### config.mk
export PLATFORM = sky130hd
export DESIGN_NAME = plc_operation_mode_control
export DESIGN_NICKNAME = d
export VERILOG_FILES = /design/src/opmode_pkg.sv /design/src/plc_operation_mode_control.sv
export VERILOG_INCLUDE_DIRS = /design/src /design/src/src
export SDC_FILE = /design/constraint.sdc
export NUM_CORES = 1
export LEC_CHECK = 0
export ABC_CLOCK_PERIOD_IN_PS = 3130
export BUFFER_PORTS_ARGS = -buffer_cell sky130_fd_sc_hd__buf_4
export CAP_MARGIN = 10
export CORE_UTILIZATION = 25
export CTS_BUF_LIST = sky130_fd_sc_hd__clkbuf_16
export DETAILED_ROUTE_END_ITERATION = 16
export GPL_TIMING_DRIVEN = 0
export HOLD_SLACK_MARGIN = 0.1
export MAX_ROUTING_LAYER = met4
export SLEW_MARGIN = 20
export SYNTH_ARGS = -nofsm -noshare
export SYNTH_HDL_FRONTEND = slang
export SYNTH_SLANG_ARGS = --single-unit
### constraint.sdc
create_clock -name mclk -period 3.13 [get_ports mclk]
set_input_delay 0.313 -clock mclk [delete_from_list [all_inputs] [get_ports mclk]]
set_output_delay 0.313 -clock mclk [all_outputs]
set_load 0.01 [all_outputs]
### src/opmode_params.svh
// Purpose: constants for the operation-mode controller
// Assumes: 50 MHz mclk
// Notes: register offsets are byte addresses on the plain port
`ifndef OPMODE_PARAMS_SVH
`define OPMODE_PARAMS_SVH

// Timing
`define CLK_PERIOD_NS 20
`define FIX_PERIOD_NS 10000000

// Widths
`define ADDR_W 4
`define DATA_W 32
`define SCANS_W 16
`define NINT 8

// Register offsets
`define A_CTRL 4'h0
`define A_SCANS 4'h4
`define A_INTEN 4'h8
`define A_STAT 4'hC

// Control fields
`define F_COND 1:0
`define F_WATCH 3:2
`define F_GO 4

// Status fields
`define S_MODE 1:0
`define S_EXEC 3:2
`define S_REM 4
`define S_HALT 5
`define S_PERR 6
`define S_MERR 7

// Reset values
`define RST_SCANS 16'h0001
`define RST_INTEN 8'hFF

`endif

### src/opmode_pkg.sv
// Purpose: types for the operation-mode controller
// Assumes: nothing
// Notes: enum order sets the encodings seen in status
package opmode_pkg;

	typedef enum logic [1:0] {MODE_STOP, MODE_RUN, MODE_DEBUG} mode_e;

	typedef enum logic [1:0] {CMD_RUN, CMD_STOP, CMD_DEBUG, CMD_LOAD} cmd_e;

	typedef enum logic [1:0] {EX_IDLE, EX_SCAN, EX_FIX, EX_DEV} exec_e;

	typedef enum logic [1:0] {DC_STEP, DC_BREAK, DC_WATCH, DC_SCANS} dbg_cond_e;

	typedef enum logic [1:0] {W_READ, W_WRITE, W_VALUE} watch_e;

	typedef enum logic [3:0] {
		PH_STOP, PH_STOP_CLR, PH_STOP_REF,
		PH_RUN_INIT, PH_RUN_CHK, PH_RUN,
		PH_DBG_INIT, PH_DBG_CLR, PH_DBG_INREF, PH_DBG
	} phase_e;

endpackage : opmode_pkg

### src/plc_operation_mode_control.sv
// Purpose: run/stop/debug mode control and scan/task scheduling
// Assumes: one clock, synchronous inputs, engine pulses one cycle long
// Notes: engine obeys exec_en and exec_sel; registers on a plain port
// Operation
// - Run entry: init data, then check program
// - Run: refresh I/O, run program, interrupts; code raises neither in_refresh nor out_refresh in Run
// - Run: watch modules, keep communication serviced
// - Stop entry: halt, clear outputs, refresh
// - Download only in remote Stop
// - Debug entry only from Stop
// - Debug entry: init data, clear outputs, input refresh
// - Debug: output refresh after program end
// - Four debug conditions, changeable while halted
// - Single step: one unit then halt
// - Break point reached: halt
// - Watched contact access matches: halt
// - Assigned scan count done: halt
// - Debug: per-unit interrupt enable mask
// - Remote commands need remote-enable on, switch Stop; code accepts download on the remote flag alone
// - Remote Run to local Run: no interruption
// - Stop instruction enters Stop mode
// - Fixed-cycle task preempts scan, then resumes
// - Device task sampled only at scan end
// - Fixed task preempts device task, which finishes
`timescale 1ns/100ps
`include "opmode_params.svh"

module plc_operation_mode_control
	import opmode_pkg::*;
#(
	parameter int FIX_CYC = `FIX_PERIOD_NS / `CLK_PERIOD_NS,
	parameter int NINT = `NINT,
	parameter int SCANS_W = `SCANS_W
) (
	// Clock and reset
	input wire logic mclk,
	input wire logic rst,
	// Operator switches
	input wire logic sw_run,
	input wire logic remote_en,
	// Host commands
	input wire logic cmd_valid,
	input wire cmd_e cmd_code,
	output logic cmd_ok,
	output logic cmd_rej,
	// Register port
	input wire logic [`ADDR_W-1:0] addr,
	input wire logic [`DATA_W-1:0] wdata,
	input wire logic wr,
	input wire logic rd,
	output logic [`DATA_W-1:0] rdata,
	// Engine status
	input wire logic prog_valid,
	input wire logic prog_end,
	input wire logic task_end,
	input wire logic stop_instr,
	input wire logic unit_done,
	input wire logic bp_hit,
	input wire logic acc_rd,
	input wire logic acc_wr,
	input wire logic acc_val,
	input wire logic dev_req,
	input wire logic [NINT-1:0] intr_req,
	input wire logic mod_fault,
	// Engine control
	output mode_e mode_out,
	output logic init_data,
	output logic clr_out_img,
	output logic out_refresh,
	output logic in_refresh,
	output logic scan_start,
	output logic exec_en,
	output exec_e exec_sel,
	output logic [NINT-1:0] intr_grant,
	output logic comm_en
);

	localparam int TW = $clog2(FIX_CYC);

	function automatic mode_e mode_of(input phase_e p);
		case (p)
			PH_RUN_INIT, PH_RUN_CHK, PH_RUN: mode_of = MODE_RUN;
			PH_DBG_INIT, PH_DBG_CLR, PH_DBG_INREF, PH_DBG: mode_of = MODE_DEBUG;
			default: mode_of = MODE_STOP;
		endcase
	endfunction : mode_of

	phase_e ph_ff, nxt_ph;
	exec_e exec_ff, saved_ff;
	dbg_cond_e cond_ff;
	watch_e watch_ff;
	logic remote_ff, nxt_remote, sw_prev_ff, halt_ff, fix_pend_ff;
	logic perr_ff, merr_ff, scan_start_ff, exec_en_ff;
	logic init_ff, clr_ff, oref_ff, iref_ff, ok_ff, rej_ff, comm_ff;
	logic [TW-1:0] tmr_ff;
	logic [SCANS_W-1:0] scans_ff, scan_cnt_ff;
	logic [NINT-1:0] inten_ff, grant_ff;
	logic [`DATA_W-1:0] rdata_ff, rd_word;
	logic sw_fall, sw_rise, rem_ok, stopping, in_run;
	logic c_run, c_stop, c_dbg, dl_ok, go_stop;
	logic dbg_run, runnable, hit, go, tick, fix_take, stat_wr;

	// Switch edges and command qualification
	assign sw_fall = sw_prev_ff & ~sw_run;
	assign sw_rise = ~sw_prev_ff & sw_run;
	assign rem_ok = ~sw_run & remote_en;
	assign c_run = cmd_valid & rem_ok & (cmd_code == CMD_RUN);
	assign c_stop = cmd_valid & rem_ok & (cmd_code == CMD_STOP);
	assign c_dbg = cmd_valid & rem_ok & (cmd_code == CMD_DEBUG) & (ph_ff == PH_STOP);
	assign dl_ok = cmd_valid & (cmd_code == CMD_LOAD) & (ph_ff == PH_STOP) & remote_ff;
	assign stopping = mode_of(ph_ff) == MODE_STOP;
	assign in_run = mode_of(ph_ff) == MODE_RUN;
	assign go_stop = (sw_fall & ~stopping) | (stop_instr & exec_en_ff) | c_stop;

	always_ff @(posedge mclk) begin
		if (rst) begin
			sw_prev_ff <= 1'b0;
		end else begin
			sw_prev_ff <= sw_run;
		end
	end

	// Mode sequencing
	always_comb begin
		nxt_ph = ph_ff;
		nxt_remote = remote_ff;
		case (ph_ff)
			PH_RUN_INIT: nxt_ph = PH_RUN_CHK;
			PH_RUN_CHK: nxt_ph = prog_valid ? PH_RUN : PH_STOP_CLR;
			PH_STOP_CLR: nxt_ph = PH_STOP_REF;
			PH_STOP_REF: nxt_ph = PH_STOP;
			PH_DBG_INIT: nxt_ph = PH_DBG_CLR;
			PH_DBG_CLR: nxt_ph = PH_DBG_INREF;
			PH_DBG_INREF: nxt_ph = PH_DBG;
			default: nxt_ph = ph_ff;
		endcase
		if (go_stop) begin
			// Switch stop beats everything, remote flag dropped
			if (!stopping) begin
				nxt_ph = PH_STOP_CLR;
			end
			if (sw_fall) begin
				nxt_remote = 1'b0;
			end else if (c_stop) begin
				nxt_remote = 1'b1;
			end
		end else if (sw_rise) begin
			// Already running remotely: keep scanning, just go local
			if (!in_run) begin
				nxt_ph = PH_RUN_INIT;
			end
			nxt_remote = 1'b0;
		end else if (c_run & ~in_run) begin
			nxt_ph = PH_RUN_INIT;
			nxt_remote = 1'b1;
		end else if (c_dbg) begin
			nxt_ph = PH_DBG_INIT;
			nxt_remote = 1'b1;
		end
	end

	always_ff @(posedge mclk) begin
		if (rst) begin
			ph_ff <= PH_STOP;
			remote_ff <= 1'b0;
		end else begin
			ph_ff <= nxt_ph;
			remote_ff <= nxt_remote;
		end
	end

	// Command answers; refused commands leave the mode alone
	always_ff @(posedge mclk) begin
		if (rst) begin
			ok_ff <= 1'b0;
			rej_ff <= 1'b0;
		end else begin
			ok_ff <= c_run | c_stop | c_dbg | dl_ok;
			rej_ff <= cmd_valid & ~(c_run | c_stop | c_dbg | dl_ok);
		end
	end

	// Sequence strobes, high while their phase lasts; debug output refresh is one cycle after prog_end
	always_ff @(posedge mclk) begin
		if (rst) begin
			init_ff <= 1'b0;
			clr_ff <= 1'b0;
			oref_ff <= 1'b0;
			iref_ff <= 1'b0;
			comm_ff <= 1'b0;
		end else begin
			init_ff <= (nxt_ph == PH_RUN_INIT) | (nxt_ph == PH_DBG_INIT);
			clr_ff <= (nxt_ph == PH_STOP_CLR) | (nxt_ph == PH_DBG_CLR);
			oref_ff <= (nxt_ph == PH_STOP_REF) | (dbg_run & prog_end);
			iref_ff <= nxt_ph == PH_DBG_INREF;
			comm_ff <= (nxt_ph == PH_RUN) | (nxt_ph == PH_STOP) | (nxt_ph == PH_DBG);
		end
	end

	// Debug halt control
	assign dbg_run = (ph_ff == PH_DBG) & ~halt_ff;
	assign runnable = (ph_ff == PH_RUN) | dbg_run;
	assign go = wr & (addr == `A_CTRL) & wdata[`F_GO];

	always_comb begin
		case (cond_ff)
			DC_STEP: hit = unit_done;
			DC_BREAK: hit = bp_hit;
			DC_WATCH: hit = ((watch_ff == W_READ) & acc_rd) | ((watch_ff == W_WRITE) & acc_wr)
				| ((watch_ff == W_VALUE) & acc_val);
			DC_SCANS: hit = prog_end & (exec_ff == EX_SCAN)
				& (SCANS_W'(scan_cnt_ff + 1'b1) == scans_ff);
			default: hit = 1'b0;
		endcase
	end

	always_ff @(posedge mclk) begin
		if (rst || ph_ff != PH_DBG) begin
			halt_ff <= 1'b1;
		end else if (dbg_run & hit) begin
			halt_ff <= 1'b1;
		end else if (go) begin
			halt_ff <= 1'b0;
		end
	end

	always_ff @(posedge mclk) begin
		if (rst || ph_ff != PH_DBG || go) begin
			scan_cnt_ff <= '0;
		end else if (dbg_run & prog_end & exec_ff == EX_SCAN) begin
			scan_cnt_ff <= SCANS_W'(scan_cnt_ff + 1'b1);
		end
	end

	// Fixed-cycle timer, counting only while the program runs
	assign tick = runnable & (tmr_ff == TW'(FIX_CYC - 1));

	always_ff @(posedge mclk) begin
		if (rst || !runnable || tick) begin
			tmr_ff <= '0;
		end else begin
			tmr_ff <= TW'(tmr_ff + 1'b1);
		end
	end

	// Scan end has precedence so a finished scan is never lost
	assign fix_take = runnable & fix_pend_ff & (((exec_ff == EX_SCAN) & ~prog_end)
		| ((exec_ff == EX_DEV) & ~task_end));

	always_ff @(posedge mclk) begin
		if (rst || !(ph_ff == PH_RUN || ph_ff == PH_DBG)) begin
			fix_pend_ff <= 1'b0;
		end else begin
			// Request while the task runs is dropped; new tick beats clear
			fix_pend_ff <= (fix_pend_ff & ~fix_take) | (tick & exec_ff != EX_FIX);
		end
	end

	// Program scheduler
	always_ff @(posedge mclk) begin
		if (rst || !(ph_ff == PH_RUN || ph_ff == PH_DBG)) begin
			exec_ff <= EX_IDLE;
			saved_ff <= EX_SCAN;
			scan_start_ff <= 1'b0;
		end else begin
			scan_start_ff <= 1'b0;
			if (runnable) begin
				case (exec_ff)
					EX_IDLE: begin
						exec_ff <= EX_SCAN;
						scan_start_ff <= 1'b1;
					end
					EX_SCAN: begin
						if (prog_end) begin
							if (dev_req) begin
								exec_ff <= EX_DEV;
							end else begin
								scan_start_ff <= 1'b1;
							end
						end else if (fix_take) begin
							saved_ff <= EX_SCAN;
							exec_ff <= EX_FIX;
						end
					end
					EX_DEV: begin
						if (task_end) begin
							exec_ff <= EX_SCAN;
							scan_start_ff <= 1'b1;
						end else if (fix_take) begin
							saved_ff <= EX_DEV;
							exec_ff <= EX_FIX;
						end
					end
					EX_FIX: begin
						if (task_end) begin
							exec_ff <= saved_ff;
						end
					end
					default: exec_ff <= EX_IDLE;
				endcase
			end
		end
	end

	always_ff @(posedge mclk) begin
		if (rst) begin
			exec_en_ff <= 1'b0;
			grant_ff <= '0;
		end else begin
			// Drop on the stop or halt edge itself, not one cycle late
			exec_en_ff <= runnable & (exec_ff != EX_IDLE) & ~go_stop & ~(dbg_run & hit);
			if (!runnable) begin
				grant_ff <= '0;
			end else if (ph_ff == PH_DBG) begin
				grant_ff <= intr_req & inten_ff;
			end else begin
				grant_ff <= intr_req;
			end
		end
	end

	// Register file
	assign stat_wr = wr & (addr == `A_STAT);

	always_ff @(posedge mclk) begin
		if (rst) begin
			cond_ff <= DC_STEP;
			watch_ff <= W_READ;
			scans_ff <= `RST_SCANS;
			inten_ff <= `RST_INTEN;
		end else if (wr) begin
			case (addr)
				`A_CTRL: begin
					cond_ff <= dbg_cond_e'(wdata[`F_COND]);
					watch_ff <= watch_e'(wdata[`F_WATCH]);
				end
				`A_SCANS: scans_ff <= wdata[SCANS_W-1:0];
				`A_INTEN: inten_ff <= wdata[NINT-1:0];
				default: ;
			endcase
		end
	end

	// Error flags: hardware set wins over a write-one clear
	always_ff @(posedge mclk) begin
		if (rst) begin
			perr_ff <= 1'b0;
			merr_ff <= 1'b0;
		end else begin
			perr_ff <= (ph_ff == PH_RUN_CHK & ~prog_valid)
				| (perr_ff & ~(stat_wr & wdata[`S_PERR]));
			merr_ff <= (mod_fault & ~stopping) | (merr_ff & ~(stat_wr & wdata[`S_MERR]));
		end
	end

	always_comb begin
		rd_word = '0;
		case (addr)
			`A_CTRL: begin
				rd_word[`F_COND] = cond_ff;
				rd_word[`F_WATCH] = watch_ff;
			end
			`A_SCANS: rd_word[SCANS_W-1:0] = scans_ff;
			`A_INTEN: rd_word[NINT-1:0] = inten_ff;
			`A_STAT: begin
				rd_word[`S_MODE] = mode_of(ph_ff);
				rd_word[`S_EXEC] = exec_ff;
				rd_word[`S_REM] = remote_ff;
				rd_word[`S_HALT] = halt_ff;
				rd_word[`S_PERR] = perr_ff;
				rd_word[`S_MERR] = merr_ff;
			end
			default: rd_word = '0;
		endcase
	end

	always_ff @(posedge mclk) begin
		if (rst || !rd) begin
			rdata_ff <= '0;
		end else begin
			rdata_ff <= rd_word;
		end
	end

	assign mode_out = mode_of(ph_ff);
	assign cmd_ok = ok_ff;
	assign cmd_rej = rej_ff;
	assign rdata = rdata_ff;
	assign init_data = init_ff;
	assign clr_out_img = clr_ff;
	assign out_refresh = oref_ff;
	assign in_refresh = iref_ff;
	assign scan_start = scan_start_ff;
	assign exec_en = exec_en_ff;
	assign exec_sel = exec_ff;
	assign intr_grant = grant_ff;
	assign comm_en = comm_ff;
endmodule : plc_operation_mode_control

# Word level (Yosys, flattened, before mapping)
# Index checks and enable logic that the tools add are counted.
# op_classes
addsub	2
mul	0
div	0
magnitude_cmp	0
eq_ne	43
shifts	0
muxes	34
bitwise_logic	77
n_reduce_logical	33
# ops
operator	n
$and 1x1->1	43
$eq 4x3->1 const B	8
$pmux 4 s7	1
$eq 4x4->1 const B	6
$mux 4	6
$add 19x1->19 const B	1
$eq 19x19->1 const B	1
$mux 2	9
$or 1x1->1	17
$add 16x1->16 const B	1
$eq 16x16->1	1
$eq 4x2->1 const B	4
$not 1->1	16
$pmux 4 s4	1
$eq 2x2->1 const B	7
$logic_not 4->1	3
$ne 2x2->1 const B	6
$pmux 4 s3	1
$eq 2x1->1 const B	5
$logic_not 2->1	5
$mux 1	9
$and 8x8->8	1
$eq 4x1->1 const B	2
$mux 8	1
17 further kinds	34
# totals
register_bits	126
latchBits	0
mem_bits_rw	0
mem_bits_ro	0
inputBits	64
output_inout_bits	53
word_cells	217
mem_count	0

# Depth between registers and ports, before layout
# depth
word_depth	12
depth_mapped	8
depth_no_buf	7

# Worst setup path after synthesis
# OpenSTA, ideal clock, no wires.
# synth_timing
path_type	reg-to-reg
start	register scan_cnt_ff[1]
end	register exec_en_ff, in the netlist exec_en
setup_ps	115
arrival_ps	2293
required_time_ps	3015
path_slack_ps	722
path_stages_with_launch	8
n_path_buf	0
synth_period_minus_slack_ps	2408
path_cell_list	dfxtp_1 -> ha_1 -> nand3_2 -> or4_1 -> a211o_1 -> a2111oi_2 -> o2111ai_1 -> o21a_1
# synth_via
elab_chain_len	7
# synth_rtl
element	line	source
from (decl)	plc_operation_mode_control.sv:96	logic [SCANS_W-1:0] scans_ff, scan_cnt_ff;
from (signal assigned)	plc_operation_mode_control.sv:231	scan_cnt_ff <= SCANS_W'(scan_cnt_ff + 1'b1);
$add 16x1->16	plc_operation_mode_control.sv:212	& (SCANS_W'(scan_cnt_ff + 1'b1) == scans_ff);
$eq 16x16->1	plc_operation_mode_control.sv:212	
$and 1x1->1	plc_operation_mode_control.sv:212	
$pmux 1 s4	plc_operation_mode_control.sv:206	case (cond_ff)
$and 1x1->1	plc_operation_mode_control.sv:311	exec_en_ff <= runnable & (exec_ff != EX_IDLE) & ~go_stop & ~(dbg_run & hit);
$not 1->1	plc_operation_mode_control.sv:311	
$and 1x1->1	plc_operation_mode_control.sv:311	
to (signal assigned)	plc_operation_mode_control.sv:311	
to (decl)	plc_operation_mode_control.sv:93	logic perr_ff, merr_ff, scan_start_ff, exec_en_ff;
# Every way passes these cells.
# A chain may end at the register's enable or synchronous reset.

# Final worst setup path
# Ends and elaborated chain as after synthesis.

==> flow_summary.json <==
{
  "setup_viol": 0,
  "arrival_ns": 3.00,
  "dieArea_um2": 22000,
  "setup_tns_ns": 0,
  "grt_pass1_wl_um": 23900,
  "cts.sink_count": 109,
  "path_clk_slew_ns": 0.07,
  "yosysTopAreaCellShare_pct": 40.8,
  "clock_latency_ns": 0.36,
  "p_leak_nw": 2.49,
  "cp.required_ns": 3.39,
  "grt_pass1_vias": 4595,
  "synth_seq_area_share_pct": 40.8,
  "grt.overflow.total": 0,
  "die_y_um": 148,
  "startpoint": "scan_cnt_ff[1]",
  "grt_max_degree": 18,
  "endpoint_kind": "register",
  "via_per_inst": 4.64,
  "grt_use_total_pct": 14.4,
  "switchingPower_w": 0.000665,
  "post_cts_resized": 0,
  "synthesis.area_um2": 5350,
  "antennaDiodeCount": 0,
  "cts_root_buffer": "clkbuf_16",
  "synth_edf_count": 0,
  "postSynthAreaPerCell_um2": 8.50,
  "status": "completed",
  "endpoint": "exec_en",
  "period_minus_slack_ns": 2.74,
  "h-tree-depth": 3,
  "io-pin-count": 117,
  "finish.utilization_pct": 31.8,
  "synth_seq_cells": 109,
  "gp_congestion": 0.870,
  "async_flop_share_pct": 0,
  "period_share_pct": 87.7,
  "vias": 4721,
  "max_slew_margin_pct": 44.8,
  "critPathKind": "register to register",
  "drive_gt1_share_pct": 19.0,
  "synth_commonest_cells": "dfxtp_1 (109), nor2_1 (88), nand2_1 (67), xnor2_1 (32), a21oi_1 (28)",
  "drtIter0Drc": 397,
  "cts_setup_buffers": 0,
  "fmax_mhz": 364,
  "netlist_instances": 629,
  "fin_area_um2": 6680,
  "cts_hold_buf": 0,
  "core_area_um2": 21000,
  "ys_types": 66,
  "area_delta_synth_final_pct": 25.0,
  "wl_um": 14700,
  "sequentialPowerShare_pct": 49.1,
  "r2r_slack_ns": 0.39,
  "first_pass_iters": 5,
  "io_buffers": 83,
  "power_density_nw_per_um2": 432,
  "hold_viol_final": 0,
  "drtAntennaViolNets": 0,
  "ff2ff_path_depth": 7,
  "worstMarginPinSlew_ns": 0.821,
  "synth_most_common_cell": "dfxtp_1",
  "numCtsBuffers": 9,
  "ir_drop_v": 0.000263,
  "post-dp-hpwl_um": 11300,
  "ys_warn_count": 0,
  "synth_area_leaders": "dfxtp_1 (41%), nor2_1 (6.2%), xnor2_1 (5.2%), nand2_1 (4.7%), xor2_1 (3.3%)",
  "drv_slew": 0,
  "cellInternalPower_w": 0.00222,
  "synth_top_area_cell": "dfxtp_1",
  "antenna_found_initial": 0,
  "postPlaceCellArea_um2": 6370,
  "die_w_um": 148,
  "pwr-share-clk_pct": 42.6,
  "tritoncts": "done",
  "cap_violations": 0,
  "fin_skew_ns": 0.00975,
  "fp-row-count": 53,
  "grt_setup_unrepaired": "no",
  "clk_path_buf_depth": 2,
  "wl_per_cell_um": 14.5,
  "power_frac_comb_pct": 8.3,
  "worstReg2RegStart": "scan_cnt_ff[1]",
  "swShare_pct": 23.1,
  "start_util_pct": 25.4,
  "synthFlopType": "dfxtp_1",
  "drc_errors": 0,
  "hold_path.class": "primary input to register",
  "num-nets-final": 804,
  "worst_setup_path_start_kind": "register",
  "r2r-end": "exec_en",
  "path_max_fanout": 7
}
## per-stage QoR
stage | cells | setup WS, ns | hold slack, ns | power (W)
5_1_grt | 1017 | 0.210 | 0.178 | 0.00300
6_report | 1017 | 0.385 | 0.184 | 0.00288
3_3_place_gp | 1002 | 0.409 | 0.447 | 0.00169
2_1_floorplan | 644 | 0.722 | 0.427 | 0.00158
4_1_cts | 1017 | 0.392 | 0.168 | 0.00292
3_5_place_dp | 1002 | 0.395 | 0.463 | 0.00169
## worst min-delay path by stage
stage	from	endpoint	cells after the start
finish	wdata[5]	inten_ff[5]	2
CTS	wdata[5]	inten_ff[5]	2
detailed placement	tmr_ff[0]	tmr_ff[0]	1
global placement	tmr_ff[0]	tmr_ff[0]	1
floorplan	cmd_valid	cmd_ok	2
global route	wdata[5]	inten_ff[5]	2
## routing by layer
| metal | routed length (um) | GRT usage (%) | vias up | share of wire [%] |
|---|---|---|---|---|
| li1 | - | - | 2382 | - |
| met2 | 7290 | 24.3 | 104 | 50 |
| met1 | 6450 | 16.7 | 2218 | 44 |
| met4 | 272 | 6.49 | 0 | 1.9 |
| met3 | 690 | 2.45 | 17 | 4.7 |
| met5 | 0 | - | - | 0 |
## kinds of logic (layout without fill, tap and decap cells)
| family | Yosys count | in the layout | synth area share [%] |
|---|---|---|---|
| adders and majority gates | 2 | 2 | 0.468 |
| DFF | 109 | 109 | 40.8 |
| other | 1 | 16 | 0.0702 |
| muxes | 16 | 16 | 4.05 |
| AOI/OAI and AO/OA | 106 | 106 | 13.9 |
| and+or+nand+nor | 288 | 288 | 27.0 |
| xor gates and xnor gates | 52 | 52 | 8.52 |
| buffers and inverters | 55 | 153 | 5.22 |
## registers in the layout (all words and copies together), names as in the netlist, 2 cells and up
| name | cells |
|---|---|
| cond_ff | 2 |
| exec_sel | 2 |
| inten_ff | 8 |
| intr_grant | 8 |
| ph_ff | 4 |
| rdata | 16 |
| scan_cnt_ff | 16 |
| scans_ff | 16 |
| tmr_ff | 19 |
| watch_ff | 2 |
## power groups by stage
| stage | Sequential (W) | Combinational, W | Clock [W] |
|---|---|---|---|
| 6_report | 0.00142 | 0.000239 | 0.00123 |
| 5_1_grt | 0.00142 | 0.000262 | 0.00132 |
| 4_1_cts | 0.00142 | 0.000239 | 0.00127 |
| 3_5_place_dp | 0.00145 | 0.000238 | 0 |
| 3_3_place_gp | 0.00145 | 0.000239 | 0 |
| 2_1_floorplan | 0.00145 | 0.000134 | 0 |
## layout by cell type, fill, tap and decap left out, types with 12 or more instances in the layout
cell type / n
a211o_1: 13
dfxtp_1: 109
a21oi_1: 28
conb_1: 16
buf_4: 100
nand4_1: 12
nand3_1: 20
nand2_1: 67
xor2_1: 20
nor2_1: 88
and2_1: 12
o21ai_0: 15
clkbuf_1: 19
xnor2_1: 32
nor2b_1: 17
## worst max-delay path, cell delays in order (launching register included)
cell,delay (ns)
dfxtp_1,0.45
ha_1,0.37
nand3_2,0.18
or4_1,0.52
a211o_1,0.31
a2111oi_2,0.37
o2111ai_1,0.23
o21a_1,0.21
## cell type report
| type | count | area (um^2) |
|---|---|---|
| clock inverters | 6 | 87.6 |
| clock buffers | 9 | 225 |
| multi-input cells | 480 | 2940 |
| fillers | 2219 | 14300 |
| inverters | 11 | 41.3 |
| well taps | 275 | 344 |
| repair buffers | 83 | 623 |
| flip-flops and latches | 109 | 2180 |
| plain buffers | 44 | 238 |
Note: power is estimated with default switching activity, not from simulation.
